<file path="config.mk">
export PLATFORM = sky130hd
export DESIGN_NAME = rpt_rom_ram_port_interval_timer
export DESIGN_NICKNAME = d
export VERILOG_FILES = /design/src/hdl/rpt_pkg.sv /design/src/hdl/rpt_rom_ram_port_interval_timer.sv /design/src/hdl/rpt_interval_timer.sv
export SDC_FILE = /design/constraint.sdc
export NUM_CORES = 1
export LEC_CHECK = 0
export CELL_PAD_IN_SITES_DETAIL_PLACEMENT = 1
export CELL_PAD_IN_SITES_GLOBAL_PLACEMENT = 2
export CORE_MARGIN = 2
export CORE_UTILIZATION = 51
export CTS_CLUSTER_SIZE = 14
export DETAILED_ROUTE_END_ITERATION = 7
export DONT_BUFFER_PORTS = 1
export GPL_TIMING_DRIVEN = 0
export PLACE_DENSITY_LB_ADDON = 0.1
export SYNTH_ARGS = -nofsm -noshare
export SYNTH_HDL_FRONTEND = slang
export SYNTH_HIERARCHICAL = 1
export SYNTH_SLANG_ARGS = --single-unit
</file>
<file path="constraint.sdc">
create_clock -name clk_i -period 5 [get_ports clk_i]
set_clock_uncertainty 0.1 [all_clocks]
set_input_delay 0.75 -clock clk_i [delete_from_list [all_inputs] [get_ports clk_i]]
set_output_delay 0.75 -clock clk_i [all_outputs]
set_load 0.02 [all_outputs]
</file>
<file path="src/hdl/rpt_pkg.sv">
// package: shared constants of the rom, ram, port and interval timer block
`default_nettype none

package rpt_pkg;

   // address and storage sizes
   localparam int unsigned ADDR_W    = 10;  // address pins
   localparam int unsigned RAM_AW    = 6;   // byte select bits of the ram
   localparam int unsigned RAM_DEPTH = 64;  // ram bytes
   localparam int unsigned ROM_DEPTH = 1024; // rom bytes

   // io register select, address bits 1..0 while bit 2 is low
   localparam logic [1:0] OFS_PA_DATA = 2'h0; // port a output data
   localparam logic [1:0] OFS_PA_DIR  = 2'h1; // port a direction
   localparam logic [1:0] OFS_PB_DATA = 2'h2; // port b output data
   localparam logic [1:0] OFS_PB_DIR  = 2'h3; // port b direction

   // address bit positions inside the io / timer space
   localparam int unsigned BIT_TMR_SEL   = 2; // high selects the timer
   localparam int unsigned BIT_IRQ_ROUTE = 3; // irq route address bit
   localparam int unsigned BIT_FLAG_RD   = 0; // high reads the flag

   // port b pins with a second use
   localparam int unsigned IRQ_PIN = 7; // timer interrupt, low active
   localparam int unsigned CS1_PIN = 5; // optional chip select one
   localparam int unsigned CS2_PIN = 6; // optional chip select two

   // reset values
   localparam logic [7:0] PORT_RST  = 8'h00; // all pins inputs
   localparam logic [7:0] COUNT_RST = 8'h00; // interval count

   // prescaler select codes, address bits 1..0 on a timer write
   localparam logic [1:0] DIV_1    = 2'h0;
   localparam logic [1:0] DIV_8    = 2'h1;
   localparam logic [1:0] DIV_64   = 2'h2;
   localparam logic [1:0] DIV_1024 = 2'h3;

   // last prescaler state of each period (period minus one clock)
   localparam logic [9:0] PRESC_LAST_1    = 10'h000;
   localparam logic [9:0] PRESC_LAST_8    = 10'h007;
   localparam logic [9:0] PRESC_LAST_64   = 10'h03F;
   localparam logic [9:0] PRESC_LAST_1024 = 10'h3FF;

   // default pages on address bits 9..6 for ram and io / timer
   localparam logic [3:0] RAM_PAGE_DEF = 4'h0;
   localparam logic [3:0] IO_PAGE_DEF  = 4'h8;

endpackage

`default_nettype wire

</file>
<file path="src/hdl/rpt_rom_ram_port_interval_timer.sv">
// module: top of the rom, ram, two port and interval timer peripheral
`default_nettype none

module rpt_rom_ram_port_interval_timer
#(
   parameter logic [3:0] RAM_PAGE   = rpt_pkg::RAM_PAGE_DEF, // ram page
   parameter logic [3:0] IO_PAGE    = rpt_pkg::IO_PAGE_DEF,  // io page
   parameter logic       CS1_USED   = 1'b0, // port b bit 5 is a select
   parameter logic       CS2_USED   = 1'b0, // port b bit 6 is a select
   parameter logic       CS1_ACTIVE = 1'b1, // level that selects
   parameter logic       CS2_ACTIVE = 1'b1  // level that selects
)
(
   input  wire logic                       clk_i,              // clock
   input  wire logic                       reset_n_i,          // reset
   input  wire logic [rpt_pkg::ADDR_W-1:0] addr_i,             // address
   input  wire logic                       rom_select_input_i, // rom sel
   input  wire logic                       chip_select_one_i,  // select 1
   input  wire logic                       chip_select_two_i,  // select 2
   input  wire logic                       rw_i,               // 1 read
   input  wire logic [7:0]                 data_i,             // bus in
   output logic      [7:0]                 data_o,             // bus out
   output logic                            data_oe_o,          // bus drive
   input  wire logic [7:0]                 port_a_pins_i,      // pin level
   output logic      [7:0]                 port_a_pins_o,      // pin drive
   output logic      [7:0]                 port_a_pins_oe_o,   // pin enable
   input  wire logic [7:0]                 port_b_pins_i,      // pin level
   output logic      [7:0]                 port_b_pins_o,      // pin drive
   output logic      [7:0]                 port_b_pins_oe_o    // pin enable
);
   import rpt_pkg::*;

   // pins given over to chip selects never drive
   localparam logic [7:0] CS_MASK =
      {1'b0, CS2_USED, CS1_USED, 5'b0_0000};

   ////////////////////////////////////////////////////////////////////////
   // elaboration check: ram and io pages must not overlap
   generate
      if (RAM_PAGE == IO_PAGE)
      begin : g_bad_pages
         $error("ram page and io page must differ");
      end
   endgenerate

   ////////////////////////////////////////////////////////////////////////
   // declarations
   logic [7:0] port_a_direction;   // port a direction register
   logic [7:0] port_b_direction;   // port b direction register
   logic [7:0] port_a_data;        // port a output register
   logic [7:0] port_b_data;        // port b output register
   logic [7:0] ram [RAM_DEPTH];    // static ram
   logic [7:0] pa_meta;            // port a first sync stage
   logic [7:0] pa_sync;            // port a pin levels
   logic [7:0] pb_meta;            // port b first sync stage
   logic [7:0] pb_sync;            // port b pin levels
   logic       cs_ok;              // optional selects agree
   logic       sel_rom;            // rom addressed
   logic       sel_ram;            // ram addressed
   logic       sel_io;             // io or timer addressed
   logic       sel_any;            // something of ours addressed
   logic       io_wr;              // write to a port register
   logic       tmr_acc;            // timer read or write
   logic       tmr_wr;             // timer write
   logic       tmr_rd;             // timer count read
   logic       pa_rd;              // port a data read
   logic [7:0] tmr_count;          // timer count
   logic       tmr_flag;           // timer interrupt flag
   logic       tmr_irq_en;         // flag routed to the pin
   logic       irq_drive;          // pin pulled low by the timer
   logic [7:0] next_rdata;         // read data of this cycle
   logic [7:0] next_pb_o;          // next port b drive
   logic [7:0] next_pb_oe;         // next port b enable

   // stand-in for the mask pattern, one byte per address
   function automatic logic [7:0] rom_byte(input logic [ADDR_W-1:0] a);
      return a[7:0] ^ {a[9:8], a[9:8], a[9:8], a[9:8]};
   endfunction

   // read back: pin level on inputs, output register on outputs
   function automatic logic [7:0] read_port(
      input logic [7:0] pins,
      input logic [7:0] data,
      input logic [7:0] dir);
      return (pins & ~dir) | (data & dir);
   endfunction

   ////////////////////////////////////////////////////////////////////////
   // address decode
   // optional selects qualify every access when built
   assign cs_ok   = (!CS1_USED || chip_select_one_i == CS1_ACTIVE) &&
                    (!CS2_USED || chip_select_two_i == CS2_ACTIVE);
   assign sel_rom = cs_ok & rom_select_input_i;
   assign sel_ram = cs_ok & ~rom_select_input_i &
                    (addr_i[9:6] == RAM_PAGE);
   assign sel_io  = cs_ok & ~rom_select_input_i &
                    (addr_i[9:6] == IO_PAGE);
   assign sel_any = sel_rom | sel_ram | sel_io;
   assign io_wr   = sel_io & ~rw_i & ~addr_i[BIT_TMR_SEL];
   assign tmr_acc = sel_io & addr_i[BIT_TMR_SEL];
   assign tmr_wr  = tmr_acc & ~rw_i;
   assign tmr_rd  = tmr_acc & rw_i & ~addr_i[BIT_FLAG_RD];
   assign pa_rd   = sel_io & rw_i & ~addr_i[BIT_TMR_SEL] &
                    (addr_i[1:0] == OFS_PA_DATA);

   ////////////////////////////////////////////////////////////////////////
   // pin synchronisers, two flops before any logic reads the pins
   always_ff @(posedge clk_i or negedge reset_n_i)
   begin
      if (!reset_n_i)
      begin
         pa_meta <= 8'hFF;
         pa_sync <= 8'hFF;
         pb_meta <= 8'hFF;
         pb_sync <= 8'hFF;
      end
      else
      begin
         pa_meta <= port_a_pins_i;
         pa_sync <= pa_meta;
         pb_meta <= port_b_pins_i;
         pb_sync <= pb_meta;
      end
   end

   ////////////////////////////////////////////////////////////////////////
   // port registers: written at the end of a selected write cycle
   always_ff @(posedge clk_i or negedge reset_n_i)
   begin
      if (!reset_n_i)
      begin
         port_a_direction <= PORT_RST;
         port_b_direction <= PORT_RST;
         port_a_data      <= PORT_RST;
         port_b_data      <= PORT_RST;
      end
      else if (io_wr)
      begin
         unique case (addr_i[1:0])
            OFS_PA_DATA: port_a_data      <= data_i;
            OFS_PA_DIR:  port_a_direction <= data_i;
            OFS_PB_DATA: port_b_data      <= data_i;
            OFS_PB_DIR:  port_b_direction <= data_i;
         endcase
      end
   end

   ////////////////////////////////////////////////////////////////////////
   // ram: byte picked by the low six address bits
   always_ff @(posedge clk_i)
   begin
      if (sel_ram & ~rw_i)
      begin
         ram[addr_i[RAM_AW-1:0]] <= data_i;
      end
   end

   ////////////////////////////////////////////////////////////////////////
   // interval timer
   rpt_interval_timer u_timer
   (
      .clk_i      (clk_i),
      .reset_n_i  (reset_n_i),
      .wr_i       (tmr_wr),
      .rd_count_i (tmr_rd),
      .access_i   (tmr_acc),
      .route_i    (addr_i[BIT_IRQ_ROUTE]),
      .div_sel_i  (addr_i[1:0]),
      .wdata_i    (data_i),
      .count_o    (tmr_count),
      .flag_o     (tmr_flag),
      .irq_en_o   (tmr_irq_en)
   );

   // routed flag pulls port b bit 7 low
   assign irq_drive = tmr_flag & tmr_irq_en;

   ////////////////////////////////////////////////////////////////////////
   // read data selection
   always_comb
   begin
      next_rdata = 8'h00;
      if (sel_rom)
      begin
         next_rdata = rom_byte(addr_i);
      end
      else if (sel_ram)
      begin
         next_rdata = ram[addr_i[RAM_AW-1:0]];
      end
      else if (sel_io & addr_i[BIT_TMR_SEL])
      begin
         // flag sits in bit 7 of the flag read
         next_rdata = addr_i[BIT_FLAG_RD] ? {tmr_flag, 7'h00}
                                          : tmr_count;
      end
      else if (sel_io)
      begin
         unique case (addr_i[1:0])
            OFS_PA_DATA: next_rdata =
               read_port(pa_sync, port_a_data, port_a_direction);
            OFS_PA_DIR:  next_rdata = port_a_direction;
            OFS_PB_DATA: next_rdata =
               read_port(pb_sync, port_b_data, port_b_direction);
            OFS_PB_DIR:  next_rdata = port_b_direction;
         endcase
      end
   end

   ////////////////////////////////////////////////////////////////////////
   // data bus: driven for one cycle after a selected read
   always_ff @(posedge clk_i or negedge reset_n_i)
   begin
      if (!reset_n_i)
      begin
         data_o    <= 8'h00;
         data_oe_o <= 1'b0;
      end
      else
      begin
         data_o    <= next_rdata;
         data_oe_o <= sel_any & rw_i;
      end
   end

   ////////////////////////////////////////////////////////////////////////
   // port b drive: direction, select pins and the interrupt pin
   always_comb
   begin
      next_pb_oe = port_b_direction & ~CS_MASK;
      next_pb_o  = port_b_data | ~port_b_direction;
      if (irq_drive)
      begin
         next_pb_oe[IRQ_PIN] = 1'b1;
         next_pb_o[IRQ_PIN]  = 1'b0;
      end
   end

   ////////////////////////////////////////////////////////////////////////
   // pin drivers: port a inputs float high and outputs show the output register; port b takes the drive worked out above
   always_ff @(posedge clk_i or negedge reset_n_i)
   begin
      if (!reset_n_i)
      begin
         port_a_pins_o    <= 8'hFF;
         port_a_pins_oe_o <= 8'h00;
         port_b_pins_o    <= 8'hFF;
         port_b_pins_oe_o <= 8'h00;
      end
      else
      begin
         port_a_pins_o    <= port_a_data | ~port_a_direction;
         port_a_pins_oe_o <= port_a_direction;
         port_b_pins_o    <= next_pb_o;
         port_b_pins_oe_o <= next_pb_oe;
      end
   end
endmodule

`default_nettype wire

</file>
<file path="src/hdl/rpt_interval_timer.sv">
// module: eight bit interval timer with prescaler and interrupt flag
`default_nettype none

module rpt_interval_timer
(
   input  wire logic       clk_i,       // system clock
   input  wire logic       reset_n_i,   // asynchronous reset, low
   input  wire logic       wr_i,        // timer write, one cycle
   input  wire logic       rd_count_i,  // timer count read, one cycle
   input  wire logic       access_i,    // any timer read or write
   input  wire logic       route_i,     // irq route address bit
   input  wire logic [1:0] div_sel_i,   // prescaler select
   input  wire logic [7:0] wdata_i,     // interval count to load
   output logic      [7:0] count_o,     // current count
   output logic            flag_o,      // interrupt flag
   output logic            irq_en_o     // flag routed to the pin
);
   import rpt_pkg::*;

   logic [9:0] presc;       // prescaler state
   logic [9:0] presc_last;  // last state of the chosen period
   logic       period_end;  // prescaler ends a period
   logic       tick;        // count step this cycle
   logic       set_evt;     // zero count runs out

   // last prescaler state for a select code
   function automatic logic [9:0] last_of(input logic [1:0] sel);
      logic [9:0] r;
      r = PRESC_LAST_1;
      unique case (sel)
         DIV_1:    r = PRESC_LAST_1;
         DIV_8:    r = PRESC_LAST_8;
         DIV_64:   r = PRESC_LAST_64;
         DIV_1024: r = PRESC_LAST_1024;
      endcase
      return r;
   endfunction

   assign period_end = (presc == presc_last);
   // after the flag the count steps every clock
   assign tick = flag_o | period_end;
   // a write owns the counter, so no run-out in that cycle
   assign set_evt = tick & ~flag_o & (count_o == 8'h00) & ~wr_i;

   ////////////////////////////////////////////////////////////////////////
   // prescaler: restarts on each write, period chosen by the write
   always_ff @(posedge clk_i or negedge reset_n_i)
   begin
      if (!reset_n_i)
      begin
         presc      <= 10'h000;
         presc_last <= PRESC_LAST_1;
      end
      else if (wr_i)
      begin
         presc      <= 10'h000;
         presc_last <= last_of(div_sel_i);
      end
      else if (period_end)
      begin
         presc <= 10'h000;
      end
      else
      begin
         presc <= presc + 10'h001;
      end
   end

   ////////////////////////////////////////////////////////////////////////
   // counter: load on write, step down on each tick, 0 wraps to ff
   always_ff @(posedge clk_i or negedge reset_n_i)
   begin
      if (!reset_n_i)
      begin
         count_o <= COUNT_RST;
      end
      else if (wr_i)
      begin
         count_o <= wdata_i;
      end
      else if (tick)
      begin
         count_o <= count_o - 8'h01;
      end
   end

   ////////////////////////////////////////////////////////////////////////
   // flag: set wins over a clear by a count read in the same cycle; a write blocks the set
   always_ff @(posedge clk_i or negedge reset_n_i)
   begin
      if (!reset_n_i)
      begin
         flag_o <= 1'b0;
      end
      else if (set_evt)
      begin
         flag_o <= 1'b1;
      end
      else if (wr_i | rd_count_i)
      begin
         flag_o <= 1'b0;
      end
   end

   ////////////////////////////////////////////////////////////////////////
   // interrupt routing follows the route bit of every timer access
   always_ff @(posedge clk_i or negedge reset_n_i)
   begin
      if (!reset_n_i)
      begin
         irq_en_o <= 1'b0;
      end
      else if (access_i)
      begin
         irq_en_o <= route_i;
      end
   end
endmodule

`default_nettype wire

</file>
# After elaboration in Yosys (flattened, before gate mapping)
# Memories as Yosys holds them, arrays and structs flattened.
# Cells that the tools add are included.
[op_classes]
n_addsub = 2
eq_ne = 5
muxes = 17
n_bitwise = 35
n_reduce_logical = 9
[ops]
columns = ["op", "count"]
rows = [
  ["$mux W8", 7],
  ["$pmux W10 S4", 1],
  ["$and A8 B8 Y8", 4],
  ["$or A8 B8 Y8", 4],
  ["$pmux W8 S4", 1],
  ["$mux W10", 2],
  ["$not A8 Y8", 2],
  ["$and A1 B1 Y1", 14],
  ["$add A10 B1 Y10 const B", 1],
  ["$eq A10 B10 Y1", 1],
  ["$logic_not A8 Y1", 1],
  ["$reduce_and A2 Y1", 4],
  ["$sub A8 B1 Y8 const B", 1],
  ["$xor A8 B8 Y8", 1],
  ["$mux W1", 6],
  ["$not A1 Y1", 6],
  ["$eq A2 B2 Y1 const B", 2],
  ["$eq A4 B4 Y1 const B", 1],
  ["$logic_not A4 Y1", 1],
  ["$or A1 B1 Y1", 4],
  ["$reduce_bool A2 Y1", 2],
  ["$eq A2 B1 Y1 const B", 1],
  ["$logic_not A2 Y1", 1],
]
[word_totals]
register_bits = 135
ram_bits = 512
mem_count = 1
[mem_list]
columns = ["name", "depth", "word_bits", "read_ports", "rd_ports_with_merged_regs", "wr", "line_no", "text"]
rows = [
  ["ram", 64, 8, 1, 0, 1, "rpt_rom_ram_port_interval_timer.sv:52", "logic [7:0] ram [RAM_DEPTH];"],
]

# Longest topological paths before layout
# Gate-level depths: netlist of run 1.
[depth]
ltp_word = 8
mapped_depth = 11

# By module
# Netlist of run 1, hierarchy kept.
[modules_own_cells]
columns = ["module", "instances", "cells_each", "area_per_inst_um2"]
rows = [
  ["rpt_rom_ram_port_interval_timer", 1, 1188, 23807.8],
  ["rpt_interval_timer", 1, 126, 1183.6],
]

# Least setup slack after synthesis of run 1
# OpenSTA, ideal clock, no wires.
[synth_path]
path_kind = "in2reg"
start = "input addr_i[1] (netlist name)"
end = "memory ram[19][0], enable pin"
setup_time_ns = 0.371
arrival_time_ns = 2.393
required_ns = 4.529
setup_slack_ns = 2.136
path_stages = 6
path_cell_list = "buf_2 buf_4 clkbuf_1 clkbuf_1 nand3_1 nor2_1"
[synth_rtl]
columns = ["item", "line_no", "text"]
rows = [
  ["from (decl)", "rpt_rom_ram_port_interval_timer.sv:16", "input wire logic [rpt_pkg::ADDR_W-1:0] addr_i,"],
  ["to (decl)", "rpt_rom_ram_port_interval_timer.sv:52", ""],
]
# No word-level cell before the write port.

# Worst setup path after layout of run 1
[layout_path]
start = "input addr_i[1] (netlist name)"
end = "memory ram[7][3], enable pin"
# No word-level cell before the write port.

==> results_tabular.tex, run 1 <==
\begin{tabular}{lr}
\hline
Metric & Value \\
\hline
\multicolumn{2}{l}{\textbf{Status}} \\
\quad Status & complete, no violations \\
\multicolumn{2}{l}{\textbf{Global route}} \\
\quad Pin count of the biggest net entering global routing & 129 \\
\quad Remaining global-route overflow & 0 \\
\quad Number of antenna violations at the first check in global routing & 1 \\
\quad Global router's overall resource usage & 0.280 \\
\quad Global-route wire length before repair & 98400 um \\
\quad Number of global-route vias before repair & 13399 \\
\multicolumn{2}{l}{\textbf{Clocking}} \\
\quad H-tree depth reported by CTS & 3 \\
\quad Cts repair resizes & 0 \\
\quad Root buf cell & clkbuf\_16 \\
\quad Worst-Skew Late Latency & 600 ps \\
\quad Clock transition time at the flip-flop clock pins of the worst setup and hold paths & 60 ps \\
\quad CTS tree & yes \\
\quad Number of buffers inserted during clock tree synthesis & 69 \\
\quad Setup Fix Bufs, Post-CTS & 0 \\
\quad Buffer depth of the longest clock path & 3 \\
\quad \# hold bufs at CTS & 1 \\
\quad Number of clock sinks seen by CTS & 640 \\
\multicolumn{2}{l}{\textbf{Timing}} \\
\quad Unrepaired setup endpoints after global routing & no \\
\quad Aggregate negative setup slack & 0 ps \\
\quad Max-slew headroom at the worst pin & 0.119 \\
\quad Number of setup violations in the final report & 0 \\
\quad Max-slew violation total from the final report & 0 \\
\quad Highest Clock Rate & 0.207 GHz \\
\quad Measured slew at the worst slew-check pin & 1320 ps \\
\quad Minimum clock period after layout & 4830 ps \\
\quad Fin. Hold Viols & 0 \\
\quad Fraction of the cycle the final worst path needs & 0.966 \\
\multicolumn{2}{l}{\textbf{Synth}} \\
\quad Post-synthesis instance area & 0.0250 mm2 \\
\quad Number of enable flip-flop cells after synthesis & 512 \\
\quad Fraction of the yosys area taken by sequential cells & 0.746 \\
\quad Synthesis Warnings & 6 \\
\quad Area share of the largest cell type after synthesis & 0.615 \\
\quad Post-synth top flop & edfxtp\_1 \\
\quad Number of instances in the synthesized netlist & 1314 \\
\quad Number of synthesized register bits & 640 \\
\quad Cell with the most instances after synthesis & edfxtp\_1 \\
\quad Leading cell types by total area after synthesis & edfxtp\_1 (62\%), mux4\_2 (11\%), dfrtp\_1 (8.0\%) \\
\quad Number of nets in the synthesized netlist & 1357 \\
\quad Synth top cells by count & edfxtp\_1 (512), mux4\_2 (118), nor2\_1 (102) \\
\quad Number of library cell types mapped by synthesis & 61 \\
\quad Post-synthesis area per instance & 19.0 um2 \\
\quad Top cell type by total area after synthesis & edfxtp\_1 \\
\quad Share of synthesized registers carrying an async set or reset & 0.200 \\
\multicolumn{2}{l}{\textbf{Critical path}} \\
\quad Worst setup SP type & input port \\
\quad Flop-to-flop setup slack & 2450 ps \\
\quad Number of cell instances on the worst register-to-register path & 5 \\
\quad Largest fanout of any net on the critical path & 10 \\
\quad Crit path capture type & register \\
\quad Arrival time at the worst endpoint & 4940 ps \\
\quad Endpoint required time on the critical path & 5110 ps \\
\quad Reg-to-reg endpoint & data\_o[7]\$\_DFF\_PN0\_ \\
\quad Worst reg2reg path startpoint & ram[15][7]\$\_DFFE\_PP\_ \\
\quad Startpoint-to-endpoint class of the critical path & in2reg \\
\multicolumn{2}{l}{\textbf{Final layout}} \\
\quad Share of layout cells above drive strength 1 & 0.239 \\
\quad Synth-to-Final Area Change & 11.9\% \\
\quad Final \#Nets & 1429 \\
\quad Area of all placed cells without fillers & 0.0280 mm2 \\
\quad Fill cell total of the finished layout & 4214 \\
\multicolumn{2}{l}{\textbf{Die}} \\
\quad Placeable core area & 0.0486 mm2 \\
\quad Die Area & 0.0508 mm2 \\
\quad Floorplan die width & 225 um \\
\quad Top-level port count & 81 \\
\quad Effective utilization at floorplan & 0.514 \\
\quad Number of cell rows & 81 \\
\quad Die extent in y & 225 um \\
\multicolumn{2}{l}{\textbf{Route}} \\
\quad Detailed Routing Iterations Pass 1 & 5 \\
\quad Per-cell routed wire length & 33.5 um \\
\quad Iter 0 DRT Violations & 1349 \\
\quad Via density per instance & 6.30 \\
\quad Total vias in the final route & 12930 \\
\quad DRC Markers & 0 \\
\quad Antenna violation net count after detailed routing & 0 \\
\quad Total Routed Length & 68800 um \\
\multicolumn{2}{l}{\textbf{Place}} \\
\quad Post-detailed-placement cell area & 0.0258 mm2 \\
\quad HPWL after DPL & 43400 um \\
\quad GPL Wtd Cong & 0.876 \\
\quad I/O Buffers & 0 \\
\multicolumn{2}{l}{\textbf{Run}} \\
\quad Number of maximum-capacitance violations & 0 \\
\multicolumn{2}{l}{\textbf{Pwr}} \\
\quad Largest voltage drop on the vdd net & 0.392 mV \\
\quad Leakage component of the power & 9.47 nW \\
\quad Overall power of the completed layout & 11.7 mW \\
\quad Power Dens Cells & 417 mW/mm2 \\
\multicolumn{2}{l}{\textbf{Hold path}} \\
\quad Hold Path Class & in2async \\
\hline
\end{tabular}
[worst max-delay path, stage by stage]
cell	delay [ps]
buf_2	190
buf_4	300
clkbuf_1	850
clkbuf_1	740
nand3_1	910
nor2_1	1140
[placed cells by master, fill, tap and decap left out, drive strengths merged, types with 3 or more instances in the layout]
master and instances:
edfxtp 512, mux4 120, clkbuf 107, nor2 102
dfrtp 80, mux2i 63, buf 52, dfstp 48
mux2 34, nand2 32, o21ai 21, nand3 20
nor2b 20, nand2b 20, a22oi 20, clkinv 17
o22ai 15, a21oi 14, inv 13, xor2 11
or3 8, nor3b 6, or4 6, nand4 6
nor3 6, xnor2 6, a31oi 6, a221oi 4
o221ai 4, and3 4, a32oi 4, a211oi 4
o211ai 4, bufinv 4, a22o 3, and2 3
o22a 3, or2 3, ha 3
[cells by family (layout without fill, tap and decap cells)]
kind of cell | after synthesis | in the layout | synth area share
DFF | 640 | 640 | 0.746
and+or+nand+nor | 240 | 240 | 0.0466
muxes | 217 | 217 | 0.149
AOI/OAI and AO/OA | 120 | 120 | 0.0336
buffers and inverters | 77 | 194 | 0.0176
xor gates and xnor gates | 17 | 17 | 0.00596
adders and majority gates | 3 | 3 | 0.00150
other | 0 | 1 | 0
[where the power goes]
part	internal (mW)	switching, mW	leakage (nW)
clock network	2.93	2.01	1.06
registers	5.89	0.154	6.16
logic	0.275	0.399	2.25
total	9.10	2.56	9.47
[worst max path at each step]
stage | cells after the start | slack, ps | endpoint | start
after floorplan | 6 | 2140 | ram[19][0]$_DFFE_PP_ | addr_i[1]
after global placement | 6 | -220 | ram[7][5]$_DFFE_PP_ | addr_i[1]
after detailed placement | 6 | -290 | ram[7][4]$_DFFE_PP_ | addr_i[1]
after CTS | 6 | 330 | ram[55][7]$_DFFE_PP_ | addr_i[1]
after global routing | 6 | 190 | ram[7][5]$_DFFE_PP_ | addr_i[1]
final | 6 | 170 | ram[7][3]$_DFFE_PP_ | addr_i[1]
[final cells by class]
type,count,area [um2],area share
Sequential cell,640,18600,0.666
Multi-Input combinational cell,597,5910,0.211
Clock buffer,93,1950,0.0698
Tap cell,622,778,0.0278
Buffer,65,395,0.0141
Clock inverter,23,215,0.00770
Inverter,12,45.0,0.00161
Timing Repair Buffer,1,27.5,0.000984
Antenna cell,1,2.50,0.0000895
[sequential cells by signal, summed over array words and instances, names as in the netlist, 3 cells and up]
register	flops
port_a_pins_o	8
port_b_pins_o	8
data_o	8
pa_meta	8
u_timer/presc_last	3
port_b_direction	8
ram	512
u_timer/presc	10
port_a_direction	8
pa_sync	8
pb_sync	8
port_a_data	8
port_b_pins_oe_o	8
port_b_data	8
pb_meta	8
port_a_pins_oe_o	8
u_timer/count_o	8
[per-stage QoR]
step / hold slack [ps] / util / std cells / setup slack (ps)
after CTS: 10.7 / 0.575 / 2053 / 331
after global placement: 245 / 0.530 / 1936 / -217
after detailed placement: 247 / 0.530 / 1936 / -286
final: 13.5 / 0.575 / 2054 / 172
after floorplan: 245 / - / 1314 / 2140
after global routing: 14.4 / 0.575 / 2053 / 189
[metal layers]
layer | vias up | part of all wire | wire length [um] | track usage
met2 | 527 | 0.48 | 32700 | 0.445
met5 | - | 0.00019 | 13 | 0
met3 | 120 | 0.069 | 4740 | 0.0632
met4 | 2 | 0.026 | 1820 | 0.0788
met1 | 6894 | 0.43 | 29500 | 0.394
li1 | 5387 | - | - | -
Power figures use the tool's default switching activity.
==> run 2: changes to the inputs <==
--- a/config.mk
+++ b/config.mk
@@ -16,5 +16,4 @@
 export PLACE_DENSITY_LB_ADDON = 0.1
 export SYNTH_ARGS = -nofsm -noshare
 export SYNTH_HDL_FRONTEND = slang
-export SYNTH_HIERARCHICAL = 1
 export SYNTH_SLANG_ARGS = --single-unit
==> run 2 against run 1 <==
Net effect: hold slack better by 23 ps; sequential share of layout area is 0.64 points lower; routed wire length is 4.6% higher; non-clock buffer count is 4 higher; cell area is 0.97% higher; clock-buffer cell count is 8 lower; global-route usage is 1.1 points higher; combinational power is 2% higher; synthesized area is 0.58% higher; total power is 0.63% higher; critical path type unchanged; largest power group unchanged.
==> results_tabular.tex, run 2 <==
\begin{tabular}{lr}
\hline
Metric & Value \\
\hline
\multicolumn{2}{l}{\textbf{Global route}} \\
\quad Global router's overall resource usage & 0.292 (+0.0112) \\
\quad Number of global-route vias before repair & 13946 (+4.1\%) \\
\quad Global-route wire length before repair & 103000 um (+4.1\%) \\
\quad Pin count of the biggest net entering global routing & 129 (unchanged) \\
\quad Remaining global-route overflow & 0 (unchanged) \\
\quad Number of antenna violations at the first check in global routing & 1 (unchanged) \\
\multicolumn{2}{l}{\textbf{Route}} \\
\quad DRC Markers & 0 (unchanged) \\
\quad Total Routed Length & 72000 um (+4.6\%) \\
\quad Detailed Routing Iterations Pass 1 & 7 (+2) \\
\quad Via density per instance & 6.27 (-0.46\%) \\
\quad Per-cell routed wire length & 33.2 um (-0.84\%) \\
\quad Iter 0 DRT Violations & 1486 (+10\%) \\
\quad Antenna violation net count after detailed routing & 0 (unchanged) \\
\quad Total vias in the final route & 13578 (+5.0\%) \\
\multicolumn{2}{l}{\textbf{Synth}} \\
\quad Number of instances in the synthesized netlist & 1377 (+4.8\%) \\
\quad Number of synthesized register bits & 640 (unchanged) \\
\quad Leading cell types by total area after synthesis & edfxtp\_1 (61\%), mux4\_2 (8.0\%), dfrtp\_1 (8.0\%) \\
\quad Synth top cells by count & edfxtp\_1 (512), nor2\_1 (114), mux2i\_1 (91) \\
\quad Cell with the most instances after synthesis & edfxtp\_1 \\
\quad Top cell type by total area after synthesis & edfxtp\_1 \\
\quad Number of nets in the synthesized netlist & 1420 (+4.6\%) \\
\quad Fraction of the yosys area taken by sequential cells & 0.742 (-0.00427) \\
\quad Post-synthesis instance area & 0.0251 mm2 (+0.58\%) \\
\quad Synthesis Warnings & 0 (-6) \\
\quad Number of library cell types mapped by synthesis & 66 (+8.2\%) \\
\quad Post-synth top flop & edfxtp\_1 \\
\quad Number of enable flip-flop cells after synthesis & 512 (unchanged) \\
\quad Area share of the largest cell type after synthesis & 0.612 (-0.00352) \\
\quad Post-synthesis area per instance & 18.3 um2 (-4.0\%) \\
\quad Share of synthesized registers carrying an async set or reset & 0.200 (unchanged) \\
\multicolumn{2}{l}{\textbf{Timing}} \\
\quad Fraction of the cycle the final worst path needs & 0.787 (-0.179) \\
\quad Number of setup violations in the final report & 0 (unchanged) \\
\quad Max-slew headroom at the worst pin & 0.210 (+0.0913) \\
\quad Measured slew at the worst slew-check pin & 1190 ps (-134 ps) \\
\quad Fin. Hold Viols & 0 (unchanged) \\
\quad Minimum clock period after layout & 3930 ps (-895 ps) \\
\quad Aggregate negative setup slack & 0 ps (unchanged) \\
\quad Crit path setup slack, layout & 1070 ps (+895 ps) \\
\quad Max-slew violation total from the final report & 0 (unchanged) \\
\quad Unrepaired setup endpoints after global routing & no \\
\quad Highest Clock Rate & 0.254 GHz (+23\%) \\
\multicolumn{2}{l}{\textbf{Critical path}} \\
\quad Endpoint required time on the critical path & 5130 ps (+20 ps) \\
\quad Worst setup SP type & input port \\
\quad Peak per-stage delay on the critical path & 1000 ps (-140 ps) \\
\quad Reg-to-reg endpoint & data\_o[3]\$\_DFF\_PN0\_ \\
\quad Crit path capture type & register \\
\quad WP depth & 7 (+1) \\
\quad Worst-path cell with the longest stage delay & nor2\_1 \\
\quad Number of cell instances on the worst register-to-register path & 6 (+1) \\
\quad Buffers \& Inverters on Critical Path & 4 (unchanged) \\
\quad Arrival time at the worst endpoint & 4060 ps (-880 ps) \\
\quad Gate family responsible for the most delay along the worst path & simple AND/OR/NAND/NOR gates \\
\quad CP cell instances & buf\_2, buf\_4, buf\_4, buf\_2, nor3b\_1, nand2\_1, nor2\_1 \\
\quad Worst reg2reg path startpoint & ram[9][3]\$\_DFFE\_PP\_ \\
\quad Startpoint-to-endpoint class of the critical path & in2reg \\
\quad Largest fanout of any net on the critical path & 10 (unchanged) \\
\quad Flop-to-flop setup slack & 2440 ps (about the same) \\
\multicolumn{2}{l}{\textbf{Die}} \\
\quad Effective utilization at floorplan & 0.516 (+0.00188) \\
\quad Die extent in y & 226 um (+0.28\%) \\
\quad Top-level port count & 81 (unchanged) \\
\quad Floorplan die width & 226 um (+0.28\%) \\
\quad Number of cell rows & 81 (unchanged) \\
\quad Die Area & 0.0511 mm2 (+0.56\%) \\
\quad Placeable core area & 0.0487 mm2 (+0.21\%) \\
\multicolumn{2}{l}{\textbf{Clocking}} \\
\quad Worst-Skew Late Latency & 610 ps (about the same) \\
\quad Buffer depth of the longest clock path & 3 (unchanged) \\
\quad \# hold bufs at CTS & 2 (+1) \\
\quad Setup Fix Bufs, Post-CTS & 0 (unchanged) \\
\quad Number of buffers inserted during clock tree synthesis & 69 (unchanged) \\
\quad Clock transition time at the flip-flop clock pins of the worst setup and hold paths & 60 ps (about the same) \\
\quad Root buf cell & clkbuf\_16 \\
\quad CTS tree & yes \\
\quad H-tree depth reported by CTS & 3 (unchanged) \\
\quad Cts repair resizes & 0 (unchanged) \\
\quad Number of clock sinks seen by CTS & 640 (unchanged) \\
\multicolumn{2}{l}{\textbf{Pwr}} \\
\quad Internal power consumption & 9.10 mW (about the same) \\
\quad Switching part of the total & 0.224 (+0.00447) \\
\quad Leakage component of the power & 9.72 nW (+2.6\%) \\
\quad Overall power of the completed layout & 11.7 mW (+0.63\%) \\
\quad Clock group share of total power & 0.430 (+0.007) \\
\quad Largest voltage drop on the vdd net & 0.294 mV (-25\%) \\
\quad Proportion of power drawn by combinational gates & 0.059 (about the same) \\
\quad P\_sw & 2.63 mW (+2.7\%) \\
\quad Part of the total power dissipated in sequential elements & 0.511 (-0.008) \\
\quad Power Dens Cells & 416 mW/mm2 (-0.34\%) \\
\multicolumn{2}{l}{\textbf{Place}} \\
\quad GPL Wtd Cong & 0.902 (+2.9\%) \\
\quad Worst-case setup slack after placement & 512 ps (+798 ps) \\
\quad HPWL after DPL & 45300 um (+4.3\%) \\
\quad Number of placed instances, taps included & 2041 (+5.4\%) \\
\quad I/O Buffers & 0 (unchanged) \\
\multicolumn{2}{l}{\textbf{Final layout}} \\
\quad Most common cell after layout, fill and taps aside & edfxtp\_1 \\
\quad Most used cells in the layout excluding fill and tap cells & edfxtp\_1 (512), nor2\_1 (114), mux2i\_1 (91) \\
\quad Synth-to-Final Area Change & 12.3\% \\
\quad Final non-filler cell total & 2167 (+5.5\%) \\
\quad Final \#Nets & 1493 (+4.5\%) \\
\quad Antenna Diode Count & 0 (-1) \\
\quad Share of layout cells above drive strength 1 & 0.221 (-0.0181) \\
\quad Flip-flop count of the largest register after layout & 512 (unchanged) \\
\multicolumn{2}{l}{\textbf{Hold path}} \\
\quad Depth of the worst hold-timing path & 0 \\
\quad Startpoint of the worst hold path & port\_b\_pins\_i[5] \\
\quad Hold Crit Endpoint & pb\_meta[5]\$\_DFF\_PN1\_ \\
\quad Hold Path Class & in2reg \\
\multicolumn{2}{l}{\textbf{Status}} \\
\quad Status & complete, no violations \\
\multicolumn{2}{l}{\textbf{Run}} \\
\quad Number of maximum-capacitance violations & 0 (unchanged) \\
\hline
\end{tabular}
## run 2: cell types whose count changed after synthesis, sizes merged, moves of 14 or more
cell   previous run  this run
a21oi            14        35
mux4            120       101
nor2            102       116
nand2            32        47
mux2i            63        91
## run 2: cell type report
class | instances | area [um2]
multi-input cells | 660 | 6080
flip-flops and latches | 640 | 18600
inverters | 9 | 33.8
repair buffers | 2 | 37.5
plain buffers | 68 | 389
fillers | 4228 | 20500
clock inverters | 39 | 332
well taps | 664 | 831
clock buffers | 85 | 1900
## run 2: worst max-delay path by stage
stage          startpoint              endpoint
2_1_floorplan   addr_i[2]  ram[10][0]$_DFFE_PP_
3_3_place_gp    addr_i[2]  ram[22][7]$_DFFE_PP_
3_5_place_dp    addr_i[2]  ram[14][1]$_DFFE_PP_
4_1_cts         addr_i[2]  ram[23][0]$_DFFE_PP_
5_1_grt         addr_i[2]   ram[4][4]$_DFFE_PP_
6_report        addr_i[2]  ram[54][3]$_DFFE_PP_
## run 2: power by group through the flow
stage,clock (mW),sequential (mW),combinational (mW)
6_report,5.05,6.00,0.688
4_1_cts,5.10,6.00,0.692
3_5_place_dp,0,6.11,0.666
5_1_grt,5.30,6.02,0.748
2_1_floorplan,0,6.08,0.443
3_3_place_gp,0,6.11,0.656
## run 2: logic make-up after synthesis
logic type	after synthesis	synth area share
xor+xnor	15	0.00523
flops	640	0.742
compound gates	144	0.0388
fa+ha+maj	3	0.00149
simple gates	268	0.0506
buf+inv	77	0.0168
mux	230	0.146
## run 2: stage by stage
| step | utilization | hold WS [ps] | cell area (um2) |
|---|---|---|---|
| after global routing | 0.579 | 7.08 | 28200 |
| after CTS | 0.579 | 4.64 | 28200 |
| after detailed placement | 0.533 | 247 | 26000 |
| after global placement | 0.533 | 246 | 26000 |
| final | 0.579 | 36.5 | 28200 |
| after floorplan | - | 245 | 25100 |
## run 2: worst reg2reg max path, cell delays in order (launching register included)
cell,delay [ps]
edfxtp_1,350
mux4_1,610
nor2b_1,180
a211oi_1,290
a21oi_1,70
mux2i_1,450
o311ai_0,300
## run 2: routing by layer
| metal | track usage | vias to the layer above | part of all wire |
|---|---|---|---|
| li1 | - | 5608 | - |
| met5 | 0 | - | 0 |
| met4 | 0.0989 | 0 | 0.033 |
| met2 | 0.459 | 647 | 0.47 |
| met1 | 0.404 | 7200 | 0.42 |
| met3 | 0.0665 | 123 | 0.079 |
